==> src/verilog/pcg_regs.vh <==
`ifndef PCG_REGS_VH
`define PCG_REGS_VH

// register byte offsets from the system control base
`define PCG_RUN_GATE_OFS 12'h104
`define PCG_SLEEP_GATE_OFS 12'h114
`define PCG_DEEP_GATE_OFS 12'h124
`define PCG_RUN_CFG_OFS 12'h060
`define PCG_IRQ_STAT_OFS 12'h200
`define PCG_IRQ_MASK_OFS 12'h204
`define PCG_EFF_GATE_OFS 12'h208

// gating bit positions, same in all three gating registers
`define PCG_POS_ASYNC0 5'd0
`define PCG_POS_ASYNC1 5'd1
`define PCG_POS_ASYNC2 5'd2
`define PCG_POS_SYNC0 5'd4
`define PCG_POS_TWO_WIRE0 5'd12
`define PCG_POS_TWO_WIRE1 5'd14
`define PCG_POS_COUNTER0 5'd16
`define PCG_POS_COUNTER1 5'd17
`define PCG_POS_COUNTER2 5'd18
`define PCG_POS_COUNTER3 5'd19

// writable bits of a gating register; the rest read as zero
`define PCG_GATE_MASK 32'h000f5017
`define PCG_GATE_RESET 32'h00000000

// auto clock gating select field of the run configuration register
`define PCG_ACG_BIT 0
`define PCG_RUN_CFG_RESET 32'h00000000

`define PCG_IRQ_RESET 32'h00000000

// axi response codes
`define PCG_RESP_OKAY 2'b00
`define PCG_RESP_SLVERR 2'b10

`endif

==> src/verilog/pcg_clk_gate.v <==
`timescale 1ns/10ps
module pcg_clk_gate (
   input wire core_clk_i,
   input wire rst_n_i,
   input wire enable_i,
   output wire unit_clk_o,
   output wire unit_en_o
);

   reg en_low_reg;

   // enable changes only while the clock is low, so no runt pulses
   always @(negedge core_clk_i) begin
      if (!rst_n_i) begin
         en_low_reg <= 1'b0;
      end else begin
         en_low_reg <= enable_i;
      end
   end

   assign unit_clk_o = core_clk_i & en_low_reg;
   assign unit_en_o = en_low_reg;

endmodule // pcg_clk_gate

==> src/verilog/pcg_fault_chk.v <==
`timescale 1ns/10ps
module pcg_fault_chk #(
   parameter N_UNITS = 10
) (
   input wire access_valid_i,
   input wire [N_UNITS-1:0] access_sel_i,
   input wire [N_UNITS-1:0] unit_en_i,
   output wire access_err_o,
   output wire [N_UNITS-1:0] fault_units_o
);

   // a select on a stopped unit is refused with an error
   assign fault_units_o = {N_UNITS{access_valid_i}} & access_sel_i &
                          ~unit_en_i;
   assign access_err_o = |fault_units_o;

endmodule // pcg_fault_chk

==> src/verilog/pcg_top.v <==
// Behaviour
// - gate bit one delivers the unit clock
// - gate bit zero stops clock, unit disabled
// - access to stopped unit ends in fault
// - all gate bits reset to zero
// - run, sleep, deep-sleep registers per state
// - sleep values apply only with auto gating
// - bits 14 and 12 gate two-wire ports
// - bit 4 gates synchronous serial port
// - bits 2..0 gate async serial ports
// - reserved bits read-only, read zero
// - sleep register at 0x114, resets zero
// - bits 19..16 gate counters 3..0
//
// Design decision made here: the AXI4-Lite register port.
`timescale 1ns/10ps
`include "pcg_regs.vh"
module pcg_top #(
   parameter N_UNITS = 10,
   parameter ADDR_W = 12
) (
   input wire core_clk_i,
   input wire rst_n_i,
   input wire [ADDR_W-1:0] s_axi_awaddr_i,
   input wire s_axi_awvalid_i,
   output wire s_axi_awready_o,
   input wire [31:0] s_axi_wdata_i,
   input wire [3:0] s_axi_wstrb_i,
   input wire s_axi_wvalid_i,
   output wire s_axi_wready_o,
   output wire [1:0] s_axi_bresp_o,
   output wire s_axi_bvalid_o,
   input wire s_axi_bready_i,
   input wire [ADDR_W-1:0] s_axi_araddr_i,
   input wire s_axi_arvalid_i,
   output wire s_axi_arready_o,
   output wire [31:0] s_axi_rdata_o,
   output wire [1:0] s_axi_rresp_o,
   output wire s_axi_rvalid_o,
   input wire s_axi_rready_i,
   input wire sleep_i,
   input wire deep_sleep_i,
   input wire periph_valid_i,
   input wire [N_UNITS-1:0] periph_sel_i,
   output wire periph_err_o,
   output wire [N_UNITS-1:0] unit_clk_o,
   output wire [N_UNITS-1:0] unit_en_o,
   output wire irq_o
);

   // unit index k sits at gate bit UNIT_POS[5k+4:5k]
   // bit map
   localparam [49:0] UNIT_POS = {
      `PCG_POS_COUNTER3, `PCG_POS_COUNTER2,
      `PCG_POS_COUNTER1, `PCG_POS_COUNTER0,
      `PCG_POS_TWO_WIRE1, `PCG_POS_TWO_WIRE0,
      `PCG_POS_SYNC0, `PCG_POS_ASYNC2,
      `PCG_POS_ASYNC1, `PCG_POS_ASYNC0};

   // register file
   reg [31:0] run_clock_gate_1_reg;
   reg [31:0] sleep_clock_gate_1_reg;
   reg [31:0] deep_sleep_clock_gate_1_reg;
   reg auto_clock_gating_select_reg;
   reg [31:0] irq_stat_reg;
   reg [31:0] irq_mask_reg;
   reg irq_reg;

   // write channel state
   reg aw_full_reg;
   reg [ADDR_W-1:0] awaddr_reg;
   reg w_full_reg;
   reg [31:0] wdata_reg;
   reg [3:0] wstrb_reg;
   reg bvalid_reg;
   reg [1:0] bresp_reg;

   // read channel state
   reg rvalid_reg;
   reg [31:0] rdata_reg;
   reg [1:0] rresp_reg;

   // combinational helpers
   reg [31:0] eff_layout;
   reg [31:0] fault_layout;
   reg [31:0] en_layout;
   reg [31:0] rd_val;
   reg rd_hit;
   reg wr_hit;
   reg [31:0] irq_stat_next;
   integer i;

   wire [N_UNITS-1:0] eff_units;
   wire [N_UNITS-1:0] unit_en;
   wire [N_UNITS-1:0] fault_units;
   wire [31:0] wmask;
   wire wr_fire;
   wire rd_fire;
   wire [31:0] run_cfg_view;
   wire stat_clear;

   function [31:0] merge;
      input [31:0] old_val;
      input [31:0] new_val;
      input [31:0] mask;
      begin
         merge = ((old_val & ~mask) | (new_val & mask)) & `PCG_GATE_MASK;
      end
   endfunction

   // write address and data are taken independently, in any order
   assign s_axi_awready_o = ~aw_full_reg;
   assign s_axi_wready_o = ~w_full_reg;
   assign s_axi_bvalid_o = bvalid_reg;
   assign s_axi_bresp_o = bresp_reg;
   assign s_axi_arready_o = ~rvalid_reg;
   assign s_axi_rvalid_o = rvalid_reg;
   assign s_axi_rdata_o = rdata_reg;
   assign s_axi_rresp_o = rresp_reg;
   assign irq_o = irq_reg;

   // a held response blocks execution, so one write is in flight
   assign wr_fire = aw_full_reg & w_full_reg & ~bvalid_reg;
   assign rd_fire = s_axi_arvalid_i & ~rvalid_reg;
   assign wmask = {{8{wstrb_reg[3]}}, {8{wstrb_reg[2]}},
                   {8{wstrb_reg[1]}}, {8{wstrb_reg[0]}}};
   assign run_cfg_view = {31'h00000000, auto_clock_gating_select_reg};

   always @(posedge core_clk_i) begin
      if (!rst_n_i) begin
         aw_full_reg <= 1'b0;
         awaddr_reg <= {ADDR_W{1'b0}};
      end else if (s_axi_awvalid_i && !aw_full_reg) begin
         aw_full_reg <= 1'b1;
         awaddr_reg <= s_axi_awaddr_i;
      end else if (wr_fire) begin
         aw_full_reg <= 1'b0;
      end
   end

   always @(posedge core_clk_i) begin
      if (!rst_n_i) begin
         w_full_reg <= 1'b0;
         wdata_reg <= 32'h00000000;
         wstrb_reg <= 4'h0;
      end else if (s_axi_wvalid_i && !w_full_reg) begin
         w_full_reg <= 1'b1;
         wdata_reg <= s_axi_wdata_i;
         wstrb_reg <= s_axi_wstrb_i;
      end else if (wr_fire) begin
         w_full_reg <= 1'b0;
      end
   end

   always @* begin
      case (awaddr_reg[11:0])
         `PCG_RUN_GATE_OFS: wr_hit = 1'b1;
         `PCG_SLEEP_GATE_OFS: wr_hit = 1'b1;
         `PCG_DEEP_GATE_OFS: wr_hit = 1'b1;
         `PCG_RUN_CFG_OFS: wr_hit = 1'b1;
         `PCG_IRQ_STAT_OFS: wr_hit = 1'b1;
         `PCG_IRQ_MASK_OFS: wr_hit = 1'b1;
         `PCG_EFF_GATE_OFS: wr_hit = 1'b1;
         default: wr_hit = 1'b0;
      endcase
   end

   // unmapped addresses answer with a slave error
   always @(posedge core_clk_i) begin
      if (!rst_n_i) begin
         bvalid_reg <= 1'b0;
         bresp_reg <= `PCG_RESP_OKAY;
      end else if (wr_fire) begin
         bvalid_reg <= 1'b1;
         bresp_reg <= wr_hit ? `PCG_RESP_OKAY : `PCG_RESP_SLVERR;
      end else if (s_axi_bready_i) begin
         bvalid_reg <= 1'b0;
      end
   end

   always @(posedge core_clk_i) begin
      if (!rst_n_i) begin
         run_clock_gate_1_reg <= `PCG_GATE_RESET;
         sleep_clock_gate_1_reg <= `PCG_GATE_RESET;
         deep_sleep_clock_gate_1_reg <= `PCG_GATE_RESET;
         auto_clock_gating_select_reg <= 1'b0;
         irq_mask_reg <= `PCG_IRQ_RESET;
      end else if (wr_fire) begin
         case (awaddr_reg[11:0])
            `PCG_RUN_GATE_OFS: begin
               run_clock_gate_1_reg <= merge(run_clock_gate_1_reg,
                                             wdata_reg, wmask);
            end
            `PCG_SLEEP_GATE_OFS: begin
               sleep_clock_gate_1_reg <= merge(sleep_clock_gate_1_reg,
                                               wdata_reg, wmask);
            end
            `PCG_DEEP_GATE_OFS: begin
               deep_sleep_clock_gate_1_reg <=
                  merge(deep_sleep_clock_gate_1_reg, wdata_reg, wmask);
            end
            `PCG_RUN_CFG_OFS: begin
               if (wstrb_reg[0]) begin
                  auto_clock_gating_select_reg <= wdata_reg[`PCG_ACG_BIT];
               end
            end
            `PCG_IRQ_MASK_OFS: begin
               irq_mask_reg <= merge(irq_mask_reg, wdata_reg, wmask);
            end
            // status clears in its own process so a new fault can win
            `PCG_IRQ_STAT_OFS: begin
               irq_mask_reg <= irq_mask_reg;
            end
            // read-only readback: the write is accepted and dropped
            `PCG_EFF_GATE_OFS: begin
               irq_mask_reg <= irq_mask_reg;
            end
            default: begin
               auto_clock_gating_select_reg <=
                  auto_clock_gating_select_reg;
            end
         endcase
      end
   end

   // write-one-to-clear of the status, applied in the status process
   assign stat_clear = wr_fire && (awaddr_reg[11:0] == `PCG_IRQ_STAT_OFS);

   // fault events win over a write-one-to-clear in the same cycle
   always @* begin
      irq_stat_next = irq_stat_reg | fault_layout;
      if (stat_clear) begin
         irq_stat_next = (irq_stat_reg & ~(wdata_reg & wmask)) |
                         fault_layout;
      end
   end

   always @(posedge core_clk_i) begin
      if (!rst_n_i) begin
         irq_stat_reg <= `PCG_IRQ_RESET;
      end else begin
         irq_stat_reg <= irq_stat_next & `PCG_GATE_MASK;
      end
   end

   // level output tracks the status it will hold after this edge
   always @(posedge core_clk_i) begin
      if (!rst_n_i) begin
         irq_reg <= 1'b0;
      end else begin
         irq_reg <= |(irq_stat_next & irq_mask_reg);
      end
   end

   // read path
   always @* begin
      rd_hit = 1'b1;
      case (s_axi_araddr_i[11:0])
         `PCG_RUN_GATE_OFS: rd_val = run_clock_gate_1_reg;
         `PCG_SLEEP_GATE_OFS: rd_val = sleep_clock_gate_1_reg;
         `PCG_DEEP_GATE_OFS: rd_val = deep_sleep_clock_gate_1_reg;
         `PCG_RUN_CFG_OFS: rd_val = run_cfg_view;
         `PCG_IRQ_STAT_OFS: rd_val = irq_stat_reg;
         `PCG_IRQ_MASK_OFS: rd_val = irq_mask_reg;
         `PCG_EFF_GATE_OFS: rd_val = en_layout;
         default: begin
            rd_val = 32'h00000000;
            rd_hit = 1'b0;
         end
      endcase
   end

   always @(posedge core_clk_i) begin
      if (!rst_n_i) begin
         rvalid_reg <= 1'b0;
         rdata_reg <= 32'h00000000;
         rresp_reg <= `PCG_RESP_OKAY;
      end else if (rd_fire) begin
         rvalid_reg <= 1'b1;
         rdata_reg <= rd_val;
         rresp_reg <= rd_hit ? `PCG_RESP_OKAY : `PCG_RESP_SLVERR;
      end else if (s_axi_rready_i) begin
         rvalid_reg <= 1'b0;
      end
   end

   // power state picks the gating register every cycle;
   // without auto gating the run values stay in force
   always @* begin
      if (!auto_clock_gating_select_reg) begin
         eff_layout = run_clock_gate_1_reg;
      end else if (deep_sleep_i) begin
         eff_layout = deep_sleep_clock_gate_1_reg;
      end else if (sleep_i) begin
         eff_layout = sleep_clock_gate_1_reg;
      end else begin
         eff_layout = run_clock_gate_1_reg;
      end
   end

   // scatter unit vectors back into the register layout
   always @* begin
      fault_layout = 32'h00000000;
      en_layout = 32'h00000000;
      for (i = 0; i < N_UNITS; i = i + 1) begin
         fault_layout[UNIT_POS[i*5 +: 5]] = fault_units[i];
         en_layout[UNIT_POS[i*5 +: 5]] = unit_en[i];
      end
   end

   genvar k;
   generate
      for (k = 0; k < N_UNITS; k = k + 1) begin : g_unit
         assign eff_units[k] = eff_layout[UNIT_POS[k*5 +: 5]];
         pcg_clk_gate u_gate (
            .core_clk_i(core_clk_i),
            .rst_n_i(rst_n_i),
            .enable_i(eff_units[k]),
            .unit_clk_o(unit_clk_o[k]),
            .unit_en_o(unit_en[k])
         );
      end
   endgenerate

   assign unit_en_o = unit_en;

   pcg_fault_chk #(
      .N_UNITS(N_UNITS)
   ) u_fault (
      .access_valid_i(periph_valid_i),
      .access_sel_i(periph_sel_i),
      .unit_en_i(unit_en),
      .access_err_o(periph_err_o),
      .fault_units_o(fault_units)
   );

endmodule // pcg_top

==> config.mk <==
export PLATFORM = sky130hd
export DESIGN_NAME = pcg_top
export DESIGN_NICKNAME = d
export VERILOG_FILES = /design/src/verilog/pcg_clk_gate.v /design/src/verilog/pcg_fault_chk.v /design/src/verilog/pcg_top.v
export VERILOG_INCLUDE_DIRS = /design/src /design/src/verilog
export SDC_FILE = /design/constraint.sdc
export NUM_CORES = 1
export LEC_CHECK = 0
export BUFFER_PORTS_ARGS = -buffer_cell sky130_fd_sc_hd__buf_4
export CORE_MARGIN = 3
export CORE_UTILIZATION = 55
export CTS_CLUSTER_DIAMETER = 30
export DETAILED_ROUTE_END_ITERATION = 10
export MAX_ROUTING_LAYER = met4
export PLACE_DENSITY = 0.94
export SKIP_CTS_REPAIR_TIMING = 1
export SKIP_LAST_GASP = 1
export SLEW_MARGIN = 20
export SYNTH_ARGS = -nofsm -noshare
export SYNTH_HDL_FRONTEND = slang
export SYNTH_SLANG_ARGS = --single-unit
==> constraint.sdc <==
create_clock -name core_clk_i -period 3 [get_ports core_clk_i]
set_input_delay 0.6 -clock core_clk_i [delete_from_list [all_inputs] [get_ports core_clk_i]]
set_output_delay 0.6 -clock core_clk_i [all_outputs]
set_load 0.02 [all_outputs]
After elaboration in Yosys (flattened, before gate mapping)
Cells that the tools add are included.
{"block": "word_totals", "register_bits": 172, "out_inout_bits": 63, "word_cells": 111}
{"block": "op_classes", "n_eq_ne": 14, "muxes": 16, "bitwise": 35, "n_reduce_logical": 18}
{"operator": "32-bit one-hot mux with 7 select lines", "n": 1}
{"operator": "20-bit AND", "n": 4}
{"operator": "20-bit OR", "n": 4}
{"operator": "12-bit by 10-bit == test with 1-bit output (second input constant)", "n": 6}
{"operator": "12-bit by 9-bit == test with 1-bit output (second input constant)", "n": 6}
{"operator": "32-bit AND", "n": 2}
{"operator": "32-bit by 20-bit OR with 32-bit output", "n": 2}
{"operator": "20-bit two-way mux", "n": 3}
{"operator": "32-bit by 20-bit AND with 32-bit output", "n": 1}
{"operator": "32-bit two-way mux", "n": 1}
{"operator": "32-bit NOT", "n": 1}
{"operator": "32-bit OR reduction", "n": 1}
{"operator": "12-bit by 7-bit == test with 1-bit output (second input constant)", "n": 2}
{"operator": "10-bit AND", "n": 2}
{"operator": "20-bit NOT", "n": 1}
{"operator": "7-bit OR reduction", "n": 2}
{"operator": "1-bit AND", "n": 13}
{"operator": "10-bit NOT", "n": 1}
{"operator": "10-bit OR reduction", "n": 1}
{"operator": "1-bit two-way mux", "n": 9}
{"operator": "2-bit AND reduction", "n": 4}
{"operator": "2-bit nonzero test", "n": 4}
{"operator": "2-bit two-way mux", "n": 2}
{"operator": "1-bit NOT", "n": 4}
{"operator": "other kinds (3)", "n": 6}

Depth between registers and ports, before layout
Gate-level depths: netlist of the first run.
{"block": "logic_depth", "depth_word": 7, "ltp_mapped": 8}

By module
Synthesis of the first run repeated with hierarchy kept, for this count alone.
{"block": "unflattened", "hier_cells": 662, "hier_area_um2": 5156.2}
{"module": "pcg_top", "instances": 1, "cells_each": 596, "area_per_inst_um2": 4659.5, "seq_area_each_um2": 1861.8}
{"module": "pcg_clk_gate", "instances": 10, "cells_each": 4, "area_per_inst_um2": 36.3, "seq_area_each_um2": 20.0}
{"module": "pcg_fault_chk", "instances": 1, "cells_each": 26, "area_per_inst_um2": 133.9, "seq_area_each_um2": 0.0}

==> results of run 1 <==
==> per-stage QoR <==
step           setup slack (ps)  cell area (um2)  TNS (ps)
2_1_floorplan            -100.9             5226    -100.9
3_3_place_gp             -251.6             5857    -251.6
4_1_cts                  -822.7             6140     -6494
3_5_place_dp             -270.6             5857    -380.8
6_report                 -732.9             6299     -6054
5_1_grt                  -803.6             6299     -6688
==> Yosys cell counts (2+ instances only) <==
library cell  instances  area [um2]
o22a_1                5       43.79
buf_4                44       330.3
clkbuf_1             23       86.33
inv_1                 9       33.78
nor2_1               63       236.5
nand3b_1              4       30.03
or3_1                 2       12.51
a221oi_1              3       26.28
a22oi_1               6       45.04
o22ai_1               3       18.77
and3b_1               3       26.28
nor3_2                5       50.05
a41o_1                2       20.02
a211oi_1             12       90.09
nor3_1                4       20.02
a21o_1                3       22.52
buf_1                 4       15.01
a21oi_1              49       245.2
and2_1               14       87.58
nor4_1                5       31.28
o32a_1                2       20.02
mux2i_1              57       570.6
nand4_1               4       25.02
nand2_1             102       382.9
a31oi_1               7       43.79
o21ai_0              18       90.09
nor2b_1               7       43.79
nand3_1              21       105.1
a311oi_1              2       17.52
nor3b_1               5       37.54
nor4b_1               2       17.52
dfxtp_1             103        2062
buf_2                 2       10.01
nor3b_2               2       25.02
nand2b_1              3       18.77
==> cells in the final DEF, fill, tap and decap left out, types with 6 or more instances in the layout <==
cell type  instances
a211oi_1          12
a21oi_1           49
a22oi_1            6
a31oi_1            7
and2_1             9
buf_4             99
buf_6             25
clkbuf_8          13
conb_1            24
dfxtp_1           93
dfxtp_2            9
inv_1             17
mux2i_1           57
nand2_1          102
nand3_1           21
nor2_1            62
nor2b_1            7
o21ai_0           18
==> power groups by stage <==
stage	registers, uW	clock network [uW]	logic [uW]
CTS	1460	1110	336
global route	1470	1180	375
finish	1460	1120	344
global placement	1490	22.6	323
detailed placement	1490	22.6	334
floorplan	1490	46.0	214
==> worst max-delay path, delay by kind of cell, from the launching register on <==
family / cells / cell delay (ps)
and+or+nand+nor: 3 / 620
DFF: 1 / 310
buffers and inverters: 1 / 170
==> worst paths after layout <==
check	end	slack (ps)	depth (start not counted)
max	periph_err_o	-730	4
min	s_axi_rvalid_o	290	2
max reg2reg	irq_o	-390	7
min reg2reg	flop	490	2
==> metal layers <==
| layer | track usage (%) | vias up | share of wire (%) |
|---|---|---|---|
| met2 | 41.31 | 326 | 46 |
| met1 | 34.92 | 2321 | 39 |
| met5 | - | - | 0 |
| met4 | 13.52 | 0 | 3.3 |
| li1 | - | 2287 | - |
| met3 | 5.954 | 51 | 11 |
==> kinds of logic (layout without fill, tap and decap cells) <==
kind of cell / count (synthesis) / count (layout) / share of synthesized area [%]
AOI/OAI and AO/OA: 120 / 120 / 14.84
buffers and inverters: 83 / 164 / 9.476
DFF: 103 / 103 / 40.15
muxes: 57 / 57 / 11.11
other: 1 / 24 / 0.07301
and+or+nand+nor: 254 / 254 / 24.36
==> area by class of cell <==
cell class                 instances  area, um2  area share [%]
timing repair buffer             116      955.9           15.18
tap                              108      135.1           2.145
inverter                           8      30.03          0.4768
clock inverter                    17      107.6           1.708
clock buffer                      23      287.8           4.569
sequential                       103       2077           32.98
multi-input combinational        455       2705           42.95
==> metrics, run 1 <==
status=complete, but fails checks; failing checks=setup timing; filler cell count=628; Clock Latency Late Sink=540 ps; num rows=34; DRC=0; nets=797; Seq/Total Area, Yosys=40.15%; hold slack=287.6 ps; Port Buffer Count=95; critical hold path startpoint=s_axi_rready_i; Async S/R FF share, synth=0%; Die Ht=102.6 um; Clock transition at path regs=100 ps; clock group share of total power=38.3%; Rel. slew slack=49.56%; Final Routed Wirelength=14.32 mm; Setup Viol. Count Final=32; Worst EP arrival=3130 ps; number of global-route vias before repair=4,558; worst path cell trace=and3b_2, nor4_4, nand4_1, buf_4; final non-filler cell total=830; post-route ant nets=0; Critical Path Start=g_unit[6].u_gate.unit_en_o; worst-path fanout max=2; slowest cell on the critical path=dfxtp_2; Critical Path End Type=primary output; CP startpoint kind=flop; Die W=102.6 um; Layout area overhead=22.63%; Slew Limit Fails=0; Logic pwr share=11.7%; RSZ-0062 raised after global routing=true; DR vias=4,985; Yosys reg bits=103; dpl cells=798; max incr delay on CP=310 ps; Synth cell types=53; CTS tree=yes; Power Density=464.8 nW/um2; antenna violations before repair=0; P_sw=848.8 uW; Via-to-Cell Ratio=6.006; worst-case vdd ir drop=0.2443 mV; global-route wire length before repair=21.87 mm; largest net degree at the start of global routing=26; Warnings, synthesis=0; CP required=2400 ps; WL/cell=17.25 um; Core ar.=8891 um2; internal power consumption=2079 uW; IO Count=143; Worst Hold Class=in -> reg; Gate Count Post-Synth=618; Sw Share=28.99%; synthesized area=5136 um2; fraction of layout cells with a size suffix above 1=24.52%; Post-synth EDFFs=0; Starting Density=57.77%; Total Power=2928 uW; Avg Cell Area, Syn=8.311 um2; Fin. Hold Viols=0; Final WS setup=-732.9 ps; Worst Skew=68.77 ps; area of the die=10,530 um2; Flop pwr share=50.0%; hpwl dp=10.38 mm; RR Startpoint=g_unit[6].u_gate.unit_en_o; GR Overflow Total=0; overall global routing resource usage=27.46%; Max Cap Viol=0; initial detailed-routing violation count=428; leakage=0.002770 uW; Post-Route Utilization=70.84%; Crit Path Category=reg -> out; First-pass DRT Iterations=6; Synth Flop Type=dfxtp_1; GPL Wtd Cong=1.023; worst slew pin tran=755.0 ps; ANT cells=0
Power figures use the tool's default switching activity.
==> inputs of run 2 (changes only) <==
--- a/config.mk
+++ b/config.mk
@@ -8,11 +8,11 @@
 export LEC_CHECK = 0
 export BUFFER_PORTS_ARGS = -buffer_cell sky130_fd_sc_hd__buf_4
 export CORE_MARGIN = 3
-export CORE_UTILIZATION = 55
+export CORE_UTILIZATION = 50
 export CTS_CLUSTER_DIAMETER = 30
 export DETAILED_ROUTE_END_ITERATION = 10
 export MAX_ROUTING_LAYER = met4
-export PLACE_DENSITY = 0.94
+export PLACE_DENSITY = 0.88
 export SKIP_CTS_REPAIR_TIMING = 1
 export SKIP_LAST_GASP = 1
 export SLEW_MARGIN = 20
==> run 2 against run 1 <==
  * The run still ends with setup timing left
  * Utilization fell by 6.6 points
  * First-iteration DRC count rose by 14%
  * Worst setup slack improved by 42 ps
  * Global-route usage fell by 2.7 points
  * Combinational power barely moved
  * Largest cell class unchanged
==> metrics, run 2 (synthesized netlist as in run 1, its figures left out) <==
Post-Route Utilization=64.23%; IO Count=143; Setup Viol. Count Final=32; CP delay by family, top=simple AND/OR/NAND/NOR gates; Via-to-Cell Ratio=5.679; DR vias=4,884; reg2reg end=irq_o; antenna violations before repair=0; global-route track usage on met1=31.54%; worst-case vdd ir drop=0.2670 mV; r2r setup slk=-100 ps; hold slack=294.0 ps; Layout area overhead=23.36%; Port Buffer Count=95; CP required=2400 ps; number of global-route vias before repair=4,575; post-route ant nets=0; WL/cell=16.53 um; Core ar.=9864 um2; Worst path depth=4; hpwl dp=10.42 mm; Slew Limit Fails=0; initial detailed-routing violation count=489; Rel. slew slack=40.94%; worst-path fanout max=2; RR Startpoint=g_unit[6].u_gate.unit_en_o; RSZ-0062 raised after global routing=true; Worst EP arrival=3090 ps; overall global routing resource usage=24.77%; nets=802; First-pass DRT Iterations=5; GPL Wtd Cong=0.9440; leakage=0.002786 uW; max incr delay on CP=310 ps; Critical Path Start=g_unit[6].u_gate.unit_en_o; GR Util met3=7.918%; worst slew pin tran=884.1 ps; Max Cap Viol=0; Worst Skew=62.27 ps; area of the die=11,520 um2; Die W=107.4 um; CTS tree=yes; num rows=36; met2 Usage GRT=37.53%; filler cell count=799; ANT cells=0; slowest cell on the critical path=dfxtp_2; Post-Place Worst Slack=-137.7 ps; CP bufs+invs=1; Worst Setup EP=periph_err_o; failing checks=setup timing; Clock Latency Late Sink=540 ps; GR Overflow Total=0; most frequent cells in the layout=103 x buf_4, 102 x nand2_1, 93 x dfxtp_1, 62 x nor2_1, 57 x mux2i_1; Die Ht=107.4 um; worst path cell trace=and3b_1, nor4_2, nand4_1, buf_4; reg2reg path depth=7; Crit Path Category=reg -> out; Worst Hold Class=in -> reg; status=complete, but fails checks; fraction of layout cells with a size suffix above 1=24.90%; Starting Density=52.07%; Fin. Hold Viols=0; largest net degree at the start of global routing=54; GRT busiest layer=met2; Critical Path End Type=primary output; CP startpoint kind=flop; Power Density=443.3 nW/um2; global-route wire length before repair=21.91 mm; Final Routed Wirelength=14.21 mm; commonest non-fill, non-tap cell in the layout=buf_4; Clock transition at path regs=90 ps; DRC=0; Final WS setup=-691.0 ps
run 2: cell types whose count changed in the layout (fill, tap and decap cells not counted), sizes merged:
cell / before / now
clkbuf: 13 / 15
buf: 126 / 131
inv: 21 / 19
clkinvlp: 1 / 0
bufinv: 1 / 0
clkinv: 2 / 4
run 2: worst min-delay path by stage:
stage	from	slack [ps]	cells after the start	to
2_1_floorplan	flop	440	2	flop
3_3_place_gp	s_axi_bresp_o[1]	450	2	s_axi_bresp_o[1]
3_5_place_dp	s_axi_bresp_o[1]	460	2	s_axi_bresp_o[1]
4_1_cts	s_axi_rready_i	290	2	s_axi_rvalid_o
5_1_grt	s_axi_rready_i	280	2	s_axi_rvalid_o
6_report	s_axi_rready_i	290	2	s_axi_rvalid_o
run 2: per-stage QoR:
| step | instance area, um2 | instances | power, uW | TNS (ps) |
|---|---|---|---|---|
| 2_1_floorplan | 5226 | 641 | 1749 | -100.9 |
| 3_3_place_gp | 5888 | 823 | 1835 | -168.9 |
| 3_5_place_dp | 5888 | 823 | 1850 | -210.3 |
| 4_1_cts | 6140 | 852 | 2800 | -6377 |
| 5_1_grt | 6336 | 860 | 2933 | -6992 |
| 6_report | 6336 | 860 | 2809 | -5985 |
run 2: final cells by class:
class	instances	area (um2)	share of cell area, %
multi-input cells	455	2704	42.67
flip-flops and latches	103	2074	32.74
repair buffers	121	1001	15.80
clock buffers	25	291.5	4.601
well taps	133	166.4	2.626
clock inverters	15	68.82	1.086
inverters	8	30.03	0.4739
run 2: report_power, final:
group / switching (uW) / internal (uW) / total [uW] / leakage [uW]
Combinational: 199 / 145 / 344 / 0.00168
Sequential: 51.6 / 1410 / 1460 / 0.000844
Clock: 566 / 436 / 1000 / 0.000266
Total: 817 / 1990 / 2810 / 0.00279
run 2: routing by layer:
layer,part of all wire [%],up-vias
met2,46,269
met4,1.8,0
met3,9.4,31
met5,0,-
met1,43,2279
li1,-,2305
run 2: worst register-to-register path, delay by kind of cell (launching register included):
kind / cells / cell delay, ps
AO/OA/AOI/OAI: 4 / 660
buffers and inverters: 1 / 150
flip-flops: 1 / 310
AND/OR/NAND/NOR: 2 / 320
==> inputs of run 3 (changes only) <==
==> constraint.sdc (replaced) <==
create_clock -name core_clk_i -period 4.05 [get_ports core_clk_i]
set_input_delay 0.405 -clock core_clk_i [delete_from_list [all_inputs] [get_ports core_clk_i]]
set_output_delay 0.405 -clock core_clk_i [all_outputs]
set_load 0.02 [all_outputs]
==> run 3 against run 2 <==
  * Largest power group unchanged
  * Sequential cell count unchanged
  * Worst hold slack worse by 190 ps
  * Highest routed layer unchanged
  * The run now ends clean
  * Clock skew down 7.6 ps
==> metrics, run 3 (synthesized netlist as in run 1, its figures left out) <==
CTS tree=yes; Rel. slew slack=20.59%; worst-path fanout max=3; Worst Hold Class=in -> reg; most frequent cells in the layout=104 x buf_4, 102 x nand2_1, 98 x dfxtp_1, 63 x nor2_1, 57 x mux2i_1; GPL Wtd Cong=0.8686; largest net degree at the start of global routing=31; filler cell count=892; WL/cell=16.66 um; worst path cell trace=and3b_2, nor4_2, nand4_1, buf_6; met2 Usage GRT=37.40%; WHS Endpoint=s_axi_rvalid_o; CP bufs+invs=1; reg2reg path depth=7; RR Startpoint=g_unit[7].u_gate.unit_en_o; RSZ-0062 raised after global routing=true; area of the die=11,520 um2; slowest cell on the critical path=dfxtp_4; Core ar.=9864 um2; worst-case vdd ir drop=0.2226 mV; Worst Skew=54.67 ps; Final Routed Wirelength=13.90 mm; Die W=107.4 um; critical hold path startpoint=s_axi_rready_i; DRC=0; status=completed; num rows=36; Crit Path Category=reg -> out; CP required=3640 ps; reg2reg end=irq_o; Final WS setup=38.01 ps; Power Density=352.8 nW/um2; Die Ht=107.4 um; Critical Path End Type=primary output; Port Buffer Count=95; antenna violations before repair=0; hpwl dp=10.40 mm; r2r setup slk=340 ps; hold path depth=2; global-route wire length before repair=21.44 mm; global-route track usage on met1=31.58%; Setup Viol. Count Final=0; Worst EP arrival=3610 ps; Clock Latency Late Sink=520 ps; GR Util met3=6.419%; initial detailed-routing violation count=275; nets=776; Post-Place Worst Slack=422.3 ps; CP startpoint kind=flop; ANT cells=0; CP delay by family, top=simple AND/OR/NAND/NOR gates; Slew Limit Fails=0; Max Cap Viol=0; DR vias=4,653; max incr delay on CP=340 ps; overall global routing resource usage=24.25%; worst slew pin tran=1182 ps; First-pass DRT Iterations=5; Clock transition at path regs=100 ps; post-route ant nets=0; IO Count=143; GR Overflow Total=0; leakage=0.002620 uW; commonest non-fill, non-tap cell in the layout=buf_4; Starting Density=52.07%; Fin. Hold Viols=0; number of global-route vias before repair=4,277; hold slack=106.9 ps; Via-to-Cell Ratio=5.579; Layout area overhead=17.37%; fraction of layout cells with a size suffix above 1=20.68%; GRT busiest layer=met2
-- run 3: layer usage --
metal | routed length, um | vias up
met5 | 0 | -
met1 | 6044 | 2166
met2 | 6381 | 221
met4 | 170 | 0
li1 | - | 2246
met3 | 1299 | 20
-- run 3: where the power goes --
group | internal [uW] | leakage [uW] | total (uW) | switching [uW]
clock | 385 | 0.000258 | 801 | 416
sequential | 1040 | 0.000841 | 1090 | 41.7
combinational | 100 | 0.00152 | 239 | 139
-- run 3: how the worst max path moves through the flow --
stage	endpoint	slack, ps	from	depth (start not counted)
2_1_floorplan	periph_err_o	580	g_unit[7].u_gate.unit_en_o	3
3_3_place_gp	irq_o	470	g_unit[6].u_gate.unit_en_o	6
3_5_place_dp	irq_o	420	g_unit[6].u_gate.unit_en_o	6
4_1_cts	periph_err_o	-110	g_unit[7].u_gate.unit_en_o	4
5_1_grt	periph_err_o	-60	g_unit[6].u_gate.unit_en_o	4
6_report	periph_err_o	40	g_unit[6].u_gate.unit_en_o	4
-- run 3: area by class of cell --
type / instances / area (um2) / share of cell area (%)
sequential: 103 / 2071 / 34.35
clock buffer: 25 / 261.5 / 4.338
clock inverter: 15 / 93.84 / 1.557
inverter: 8 / 30.03 / 0.4981
multi-input combinational: 455 / 2689 / 44.60
tap: 133 / 166.4 / 2.760
timing repair buffer: 95 / 716.9 / 11.89
-- run 3: stage by stage --
stage	setup TNS, ps	instances	instance area (um2)	total power, uW	utilization [%]
floorplan	0	641	5223	1296	-
CTS	-107.4	830	5971	2133	60.53
finish	0	834	6028	2127	61.11
detailed placement	0	801	5694	1358	57.72
global placement	0	801	5694	1350	57.72
global route	-57.41	834	6028	2213	61.11
